`src/logic/epwm_pkg.sv`:
```
// Register map, field layout and encodings of the enhanced PWM generator
package epwm_pkg;
	localparam int WB_AW = 8;
	localparam int WB_DW = 32;
	// Register byte offsets
	localparam logic [7:0] REG_PERIOD = 8'h00;
	localparam logic [7:0] REG_TIMER = 8'h04;
	localparam logic [7:0] REG_DUTY_BUF = 8'h08;
	localparam logic [7:0] REG_DUTY_ACT = 8'h0c;
	localparam logic [7:0] REG_CONTROL = 8'h10;
	localparam logic [7:0] REG_DEAD_BAND = 8'h14;
	localparam logic [7:0] REG_TIMER_CTL = 8'h18;
	localparam logic [7:0] REG_STATUS = 8'h1c;
	localparam logic [7:0] REG_PIN_DIR = 8'h20;
	// Control register fields
	localparam int CTL_OMODE_LSB = 6;
	localparam int CTL_DLSB_LSB = 4;
	localparam int CTL_MPOL_LSB = 0;
	// Timer control and status fields
	localparam int TCTL_RUN_BIT = 2;
	localparam int TCTL_PS_LSB = 0;
	localparam int STAT_FLAG_BIT = 0;
	// Reset values
	localparam logic [7:0] PERIOD_RST = 8'hff;
	localparam logic [3:0] PIN_DIR_RST = 4'hf;
	// Output mode encodings
	localparam logic [1:0] OM_SINGLE = 2'h0;
	localparam logic [1:0] OM_FULL_FWD = 2'h1;
	localparam logic [1:0] OM_HALF = 2'h2;
	localparam logic [1:0] OM_FULL_REV = 2'h3;
	// Mode/polarity: upper bits 11 select PWM, bit 1 A/C low, bit 0 B/D low
	localparam logic [1:0] MPOL_PWM = 2'h3;
	localparam int MPOL_AC_LOW = 1;
	localparam int MPOL_BD_LOW = 0;
	// Prescale encodings: 00 1:1, 01 1:4, 1x 1:16
	localparam logic [1:0] PS_1 = 2'h0;
	localparam logic [1:0] PS_4 = 2'h1;
	// Oscillator periods per instruction cycle and per-prescale sub-count ends
	localparam int OSC_PER_INSTR = 4;
	localparam logic [5:0] SUB_MAX_1 = 6'(OSC_PER_INSTR * 1 - 1);
	localparam logic [5:0] SUB_MAX_4 = 6'(OSC_PER_INSTR * 4 - 1);
	localparam logic [5:0] SUB_MAX_16 = 6'(OSC_PER_INSTR * 16 - 1);
	localparam logic [1:0] INSTR_LAST = 2'(OSC_PER_INSTR - 1);
	localparam int DB_W = 7;
	localparam int PIN_A = 0;
	localparam int PIN_B = 1;
	localparam int PIN_C = 2;
	localparam int PIN_D = 3;
endpackage : epwm_pkg

```
`src/logic/epwm_gen.sv`:
```
// Enhanced PWM generator with Wishbone register access
// Functional notes
// - Period is (limit+1) x 4 x prescale oscillator periods
// - Limit match: clear count, set pin, load duty
// - Postscaler never affects PWM frequency
// - Duty: eight buffer MSBs plus two control LSBs
// - Duty double-buffered, active copy updated per period
// - Active duty read-only while PWM selected
// - Time base: count plus phase or prescaler bits
// - Pin cleared when time base equals duty
// - Duty above period gives no falling edge
// - Resolution is log2 of four times period
// - Sleep freezes counter, state and pin levels
// - Reset restores registers, pins become inputs
// - Mode field selects single, half, full bridges
// - Output active levels chosen by polarity bits
// - Enabling waits for a fresh period start
// - Zero control releases every output pin
// - Unused pins are never driven
// - Half bridge delays active edges by dead-band
// - Half bridge: A waveform, B its complement
// - Forward: A active, D modulated, B C off
// - Reverse: C active, B modulated, A D off
// - Polarity bits per A/C and B/D pair
//
// Added by the designer: the Wishbone slave port and the placing of the registers.
`timescale 1ns/100ps
module epwm_gen #(
	parameter int TIMER_W = 8
) (
	input wire logic mclk_in,
	input wire logic sys_rst_in,
	input wire logic sleep_in,
	input wire logic wb_cyc_in,
	input wire logic wb_stb_in,
	input wire logic wb_we_in,
	input wire logic [epwm_pkg::WB_AW-1:0] wb_adr_in,
	input wire logic [3:0] wb_sel_in,
	input wire logic [epwm_pkg::WB_DW-1:0] wb_dat_in,
	output logic [epwm_pkg::WB_DW-1:0] wb_dat_out,
	output logic wb_ack_out,
	output logic [3:0] pwm_level_out,
	output logic [3:0] pwm_oe_out
);
	import epwm_pkg::*;

	if (TIMER_W != 8) begin : g_check
		$error("epwm_gen: TIMER_W must be 8, the register lane width");
	end

	typedef struct packed {
		logic [TIMER_W-1:0] period_limit;
		logic [TIMER_W-1:0] base_timer_count;
		logic [TIMER_W-1:0] duty_buffer_low;
		logic [TIMER_W-1:0] duty_active;
		logic [1:0] duty_lsb;
		logic [1:0] duty_latch;
		logic [1:0] output_mode_select;
		logic [3:0] mode_polarity_select;
		logic [DB_W-1:0] dead_band_count;
		logic [1:0] timer_prescale_select;
		logic timer_run;
		logic timer_match_flag;
		logic [3:0] pin_direction;
		logic [5:0] sub;
		logic raw;
		logic started;
		logic [DB_W-1:0] db_left;
		logic [3:0] level;
		logic [3:0] oe;
		logic ack;
		logic [7:0] rdata;
	} epwm_state_s;

	epwm_state_s r;
	epwm_state_s next_r;

	// Last sub-count of one base-timer increment
	function automatic logic [5:0] epwm_sub_max(input logic [1:0] ps);
		if (ps == PS_1) begin
			return SUB_MAX_1;
		end else if (ps == PS_4) begin
			return SUB_MAX_4;
		end
		return SUB_MAX_16;
	endfunction : epwm_sub_max

	// Two extra low bits of the time base
	function automatic logic [1:0] epwm_low_bits(input logic [5:0] sub,
		input logic [1:0] ps);
		if (ps == PS_1) begin
			return sub[1:0];
		end else if (ps == PS_4) begin
			return sub[3:2];
		end
		return sub[5:4];
	endfunction : epwm_low_bits

	// Pins claimed by each output mode
	function automatic logic [3:0] epwm_pins_used(input logic [1:0] om);
		unique case (om)
			OM_SINGLE: return 4'h1;
			OM_HALF: return 4'h3;
			OM_FULL_FWD, OM_FULL_REV: return 4'hf;
		endcase
	endfunction : epwm_pins_used

	logic pwm_mode;
	logic tick;
	logic boundary;
	logic wr;
	logic rd_cycle;
	logic [TIMER_W+1:0] nxt_tb;
	logic [3:0] on;
	logic [3:0] pol_low;
	logic db_done;
	logic [3:0] used;

	assign pwm_mode = r.mode_polarity_select[3:2] == MPOL_PWM;
	// Sleep stops the whole time base; the postscaler is not modelled
	assign tick = r.timer_run && !sleep_in;
	assign boundary = tick && r.sub >= epwm_sub_max(r.timer_prescale_select)
		&& r.base_timer_count == r.period_limit;
	assign rd_cycle = wb_cyc_in && wb_stb_in && !r.ack;
	assign wr = rd_cycle && wb_we_in && wb_sel_in[0];

	always_comb begin
		next_r = r;
		nxt_tb = '0;
		on = '0;
		pol_low = '0;
		db_done = 1'b0;
		// Time base advance
		if (tick) begin
			// A smaller prescale can leave the sub-count past its new end;
			// wrapping at once avoids a stall of up to 64 clocks
			if (r.sub >= epwm_sub_max(r.timer_prescale_select)) begin
				next_r.sub = '0;
				if (boundary) begin
					next_r.base_timer_count = '0;
				end else begin
					next_r.base_timer_count = r.base_timer_count + 1'b1;
				end
			end else begin
				next_r.sub = r.sub + 6'h01;
			end
		end
		nxt_tb = {next_r.base_timer_count,
			epwm_low_bits(next_r.sub, r.timer_prescale_select)};
		if (boundary) begin
			next_r.duty_active = r.duty_buffer_low;
			next_r.duty_latch = r.duty_lsb;
			// A zero duty never raises the pin
			next_r.raw = {r.duty_buffer_low, r.duty_lsb} != '0;
			next_r.timer_match_flag = 1'b1;
			if (pwm_mode) begin
				next_r.started = 1'b1;
			end
		end else if (tick && nxt_tb == {r.duty_active, r.duty_latch}) begin
			// Duty beyond the period never matches and the pin holds
			next_r.raw = 1'b0;
		end
		if (!pwm_mode) begin
			next_r.started = 1'b0;
		end
		// Dead band: one shared counter, restarted on every waveform edge
		if (next_r.raw != r.raw) begin
			next_r.db_left = r.output_mode_select == OM_HALF ?
				r.dead_band_count : '0;
		end else if (tick && r.db_left != '0 && r.sub[1:0] == INSTR_LAST) begin
			next_r.db_left = r.db_left - 1'b1;
		end
		db_done = next_r.db_left == '0;
		// Register writes
		if (wr) begin
			unique case (wb_adr_in)
				REG_PERIOD: next_r.period_limit = wb_dat_in[TIMER_W-1:0];
				REG_TIMER: begin
					if (!sleep_in) begin
						next_r.base_timer_count = wb_dat_in[TIMER_W-1:0];
					end
				end
				REG_DUTY_BUF: next_r.duty_buffer_low = wb_dat_in[TIMER_W-1:0];
				REG_DUTY_ACT: begin
					if (!pwm_mode) begin
						next_r.duty_active = wb_dat_in[TIMER_W-1:0];
					end
				end
				REG_CONTROL: begin
					next_r.output_mode_select =
						wb_dat_in[CTL_OMODE_LSB +: 2];
					next_r.duty_lsb = wb_dat_in[CTL_DLSB_LSB +: 2];
					next_r.mode_polarity_select = wb_dat_in[CTL_MPOL_LSB +: 4];
				end
				REG_DEAD_BAND: next_r.dead_band_count = wb_dat_in[DB_W-1:0];
				REG_TIMER_CTL: begin
					next_r.timer_run = wb_dat_in[TCTL_RUN_BIT];
					next_r.timer_prescale_select = wb_dat_in[TCTL_PS_LSB +: 2];
				end
				REG_STATUS: begin
					// Write one clears; a same-cycle period end wins
					if (wb_dat_in[STAT_FLAG_BIT] && !boundary) begin
						next_r.timer_match_flag = 1'b0;
					end
				end
				REG_PIN_DIR: next_r.pin_direction = wb_dat_in[3:0];
				default: begin
				end
			endcase
		end
		// Read data and single-cycle acknowledge
		next_r.ack = rd_cycle;
		next_r.rdata = '0;
		if (rd_cycle && !wb_we_in) begin
			unique case (wb_adr_in)
				REG_PERIOD: next_r.rdata = r.period_limit;
				REG_TIMER: next_r.rdata = r.base_timer_count;
				REG_DUTY_BUF: next_r.rdata = r.duty_buffer_low;
				REG_DUTY_ACT: next_r.rdata = r.duty_active;
				REG_CONTROL: next_r.rdata = {r.output_mode_select, r.duty_lsb,
					r.mode_polarity_select};
				REG_DEAD_BAND: next_r.rdata = {1'b0, r.dead_band_count};
				REG_TIMER_CTL: next_r.rdata = {5'h00, r.timer_run,
					r.timer_prescale_select};
				REG_STATUS: next_r.rdata = {7'h00, r.timer_match_flag};
				REG_PIN_DIR: next_r.rdata = {4'h0, r.pin_direction};
				default: next_r.rdata = '0;
			endcase
		end
		// Output steering: "on" means the pin sits at its active level
		unique case (next_r.output_mode_select)
			OM_SINGLE: on[PIN_A] = next_r.raw;
			OM_HALF: begin
				on[PIN_A] = next_r.raw && db_done;
				on[PIN_B] = !next_r.raw && db_done;
			end
			OM_FULL_FWD: begin
				on[PIN_A] = 1'b1;
				on[PIN_D] = next_r.raw;
			end
			OM_FULL_REV: begin
				on[PIN_C] = 1'b1;
				on[PIN_B] = next_r.raw;
			end
		endcase
		// No pin goes to its active level before the first full period
		if (!next_r.started) begin
			on = '0;
		end
		pol_low[PIN_A] = next_r.mode_polarity_select[MPOL_AC_LOW];
		pol_low[PIN_C] = next_r.mode_polarity_select[MPOL_AC_LOW];
		pol_low[PIN_B] = next_r.mode_polarity_select[MPOL_BD_LOW];
		pol_low[PIN_D] = next_r.mode_polarity_select[MPOL_BD_LOW];
		used = epwm_pins_used(next_r.output_mode_select);
		if (!sleep_in) begin
			for (int i = 0; i < 4; i++) begin
				// Drive only claimed pins set as outputs, in PWM mode
				next_r.oe[i] = (next_r.mode_polarity_select[3:2] == MPOL_PWM)
					&& used[i]
					&& !next_r.pin_direction[i];
				next_r.level[i] = next_r.oe[i] ?
					on[i] ^ pol_low[i] : 1'b0;
			end
		end
	end

	always_ff @(posedge mclk_in) begin
		if (sys_rst_in) begin
			r <= '0;
			r.period_limit <= PERIOD_RST;
			r.pin_direction <= PIN_DIR_RST;
		end else begin
			r <= next_r;
		end
	end

	assign wb_dat_out = {{(WB_DW - 8){1'b0}}, r.rdata};
	assign wb_ack_out = r.ack;
	assign pwm_level_out = r.level;
	assign pwm_oe_out = r.oe;
endmodule : epwm_gen

```
`config.mk`:
```
export PLATFORM = sky130hd
export DESIGN_NAME = epwm_gen
export DESIGN_NICKNAME = d
export VERILOG_FILES = /design/src/logic/epwm_pkg.sv /design/src/logic/epwm_gen.sv
export SDC_FILE = /design/constraint.sdc
export NUM_CORES = 1
export LEC_CHECK = 0
export BUFFER_PORTS_ARGS = -buffer_cell sky130_fd_sc_hd__buf_2
export CAP_MARGIN = 20
export CORE_MARGIN = 2
export CORE_UTILIZATION = 36
export DETAILED_ROUTE_END_ITERATION = 16
export PLACE_DENSITY = 0.56
export SLEW_MARGIN = 15
export SYNTH_ARGS = -nofsm -noshare
export SYNTH_HDL_FRONTEND = slang
export SYNTH_SLANG_ARGS = --single-unit
```
`constraint.sdc`:
```
create_clock -name mclk_in -period 4.37 [get_ports mclk_in]
set_input_delay 0.2185 -clock mclk_in [delete_from_list [all_inputs] [get_ports mclk_in]]
set_output_delay 0.2185 -clock mclk_in [all_outputs]
set_load 0.01 [all_outputs]
```
==> summary.md <==
| Metric | Value |
|---|---|
| Status | completed |
| Maximum clock frequency | about 260 MHz |
| R2R setup slack | 0.53 ns |
| Final Hold Viols | 0 |
| Die height | 126 µm |
| Min Tclk post-route | about 3.8 ns |
| Dpl hpwl | ~11 mm |
| Initial core utilization | between 30 and 40% |
| WP data arrival | around 4.1 ns |
| Hold endpoint | r[72]$_SDFFE_PP0P_ |
| Ys flop type | dfxtp_1 |
| Die W | around 130 µm |
| Commonest non-fill, non-tap cell in the layout | nand2_1 |
| DIE AREA | between 0.015 and 0.02 mm² |
| Worst Setup End Kind | flop |
| Hold Startpoint | wb_dat_in[7] |
| Max clock buf depth | 2 |
| CTS Hold Bufs | 0 |
| Worst Path Required | 4.66 ns |
| Fin Setup TNS | 0 ns |
| Sequential area share after synthesis | 33.2% |
| CTS clock-pin slew for the worst setup and hold paths | about 0.060 ns |
| Clock sinks | slightly below 90 |
| Static Leak | about 0.0022 µW |
| Area after DPL | 0.00544 mm² |
| Worst skew pair latency | around 0.35 ns |
| Final wirelength | between 15 and 20 mm |
| Peak supply drop | about 140 µV |
| Final setup viols | 0 |
| Worst-path fanout max | 18 |
| Drt pass-1 iters | 5 |
| Gr ovfl total | 0 |
| Row cnt | 44 |
| DR DRC count | 0 |
| Commonest non-fill, non-tap cells in the layout | 90 x nand2_1, 89 x dfxtp_1, 71 x nor2_1 |
| #FFs+latches synth | between 80 and 90 |
| Final antenna-violating net count | 0 |
| # IOs | just over 90 |
| Synth-to-Final Area Change | 6.67% |
| Slew @ Worst Pin | approximately 1.0 ns |
| WHS Path Cells | 3 |
| Vias | 4785 |
| Share of layout cells above drive strength 1 | 14.0% |
| H-tree levels | 3 |
| RR Startpoint | r[39]$_SDFFE_PP0P_ |
| Rel. slew slack | 32.9% |
| Initial DRC count | 480 |
| GRT Total Usage | between 10% and 20% |
| CP Launch Type | flop |
| Core footprint | around 0.015 mm² |
| CTS tree | done |
| Worst-case reg-to-reg path depth | 11 |
| Nets@finish | ~700 |
| Hold crit path type | in2reg |
| RSZ-0062 raised after global routing | false |
| Initial antenna violation count | 0 |
| Async S/R FF share, synth | 0% |
| PostCTS Resize Cnt | 0 |
| Setup clock skew after layout | roughly 0.0062 ns |
| Post-synthesis cell count | roughly 650 |
| CP Class | reg2reg |
| Pwr dens | between 200 and 300 mW/mm² |
| Final Cycle Share | roughly 88% |
| Num CTS Buffers | 9 |
| Syn Area/Cell | 8.29 µm² |
| IO Port Bufs | 39 |
| Fillcell total | 1517 |
| First-pass GRT wire length | between 20 and 25 mm |
| Vias in the first global route | roughly 4500 |
| N_diodes | 0 |
| FF-to-FF End | r[21]$_SDFF_PP0_ |
| Number of flops mapped to enable cells by yosys | 0 |
| Clk root buf | clkbuf_16 |
| Placer's final routability congestion estimate | about 0.96 |
| Postcts setup bufs | 0 |
| Fin area | approximately 0.0057 mm² |
| Warnings from Yosys | 0 |
| Max-Cap Viols | 0 |
| Synth cell types | between 70 and 80 |
| Via density | 5.73 |
| Max-slew violations | 0 |
| Largest net degree at the start of global routing | 55 |
| DR WL/cell | ~18 µm |
| Post-synthesis instance area | about 0.0054 mm² |
-- worst max-delay path, cell delays in order (launching register included) --
cell and delay [ns]:
dfxtp_1 0.45, inv_1 0.15, ha_1 0.34, and3_1 0.23, a31oi_4 0.24, or4_1 0.62, nand3_1 0.11, nand4b_1 0.20
or4_4 0.57, a31oi_4 0.43, mux2_4 0.34, nor2_1 0.08
-- flip-flops by register name (all words and copies together), names as in the netlist --
signal / count
pwm_level_out: 4
pwm_oe_out: 4
r: 72
wb_ack_out: 1
wb_dat_out: 8
-- routing by layer --
layer	up-vias	share of wire [%]	GRT usage (%)
li1	2256	-	-
met1	2305	45	25.5
met2	190	46	31.2
met3	34	6.7	4.33
met4	0	2.5	6.27
met5	-	0	0
-- synthesized netlist by cell type (all sizes together), types with 8 or more instances --
cell type / n / area, µm²
nand2: 90 / 338
dfxtp: 89 / 1780
nor2: 72 / 278
buf: 50 / 354
a21oi: 34 / 170
mux2i: 31 / 310
clkbuf: 29 / 109
nand3: 27 / 140
nor3: 19 / 95.1
xnor2: 18 / 158
o21ai: 13 / 65.1
a311oi: 12 / 105
nand3b: 10 / 75.1
nand4: 10 / 68.8
nand2b: 8 / 50.1
-- metrics by stage --
stage | hold slack [ns] | power, µW | std cells | setup WS, ns | utilization (%)
floorplan | 0.334 | 937 | 670 | 1.12 | -
global placement | 0.448 | 959 | 818 | 0.673 | 37.4
detailed placement | 0.455 | 962 | 818 | 0.570 | 37.4
CTS | 0.192 | 1690 | 834 | 0.543 | 39.3
global route | 0.210 | 1730 | 835 | 0.243 | 39.4
finish | 0.204 | 1670 | 835 | 0.531 | 39.4
-- layout make-up --
| cell class | instances | area, µm² | area share, % |
|---|---|---|---|
| Sequential cell | 89 | 1780 | 31.2 |
| Inverter | 7 | 26.3 | 0.459 |
| Timing Repair Buffer | 44 | 233 | 4.07 |
| Clock buffer | 10 | 229 | 4.00 |
| Clock inverter | 6 | 42.5 | 0.744 |
| Multi-Input combinational cell | 495 | 3180 | 55.5 |
| Tap cell | 184 | 230 | 4.03 |
-- power by group --
part | leakage (µW) | total [µW] | switching [µW] | internal, µW
sequential | 0.000718 | 826 | 9.84 | 816
combinational | 0.00131 | 120 | 80.3 | 40.0
clock | 0.000129 | 726 | 339 | 387
total | 0.00216 | 1670 | 429 | 1240
-- logic make-up (layout without fill, tap and decap cells) --
logic type / after synthesis / after routing / synth area share [%]
fa+ha+maj: 6 / 6 / 1.40
simple gates: 281 / 281 / 26.0
flops: 89 / 89 / 33.2
other cells: 1 / 24 / 0.0699
mux: 45 / 45 / 10.5
buf+inv: 86 / 67 / 9.12
compound gates: 116 / 116 / 16.0
xor+xnor: 23 / 23 / 3.76
-- how the worst max path moves through the flow --
stage / slack (ns) / endpoint / cells after the start / startpoint
CTS: 0.54 / r[21]$_SDFF_PP0_ / 11 / r[39]$_SDFFE_PP0P_
floorplan: 1.12 / r[19]$_SDFF_PP0_ / 13 / r[39]$_SDFFE_PP0P_
finish: 0.53 / r[21]$_SDFF_PP0_ / 11 / r[39]$_SDFFE_PP0P_
detailed placement: 0.57 / r[19]$_SDFF_PP0_ / 11 / r[39]$_SDFFE_PP0P_
global route: 0.24 / r[20]$_SDFF_PP0_ / 12 / r[39]$_SDFFE_PP0P_
global placement: 0.67 / r[19]$_SDFF_PP0_ / 11 / r[39]$_SDFFE_PP0P_
(Power assumes the default switching activity.)
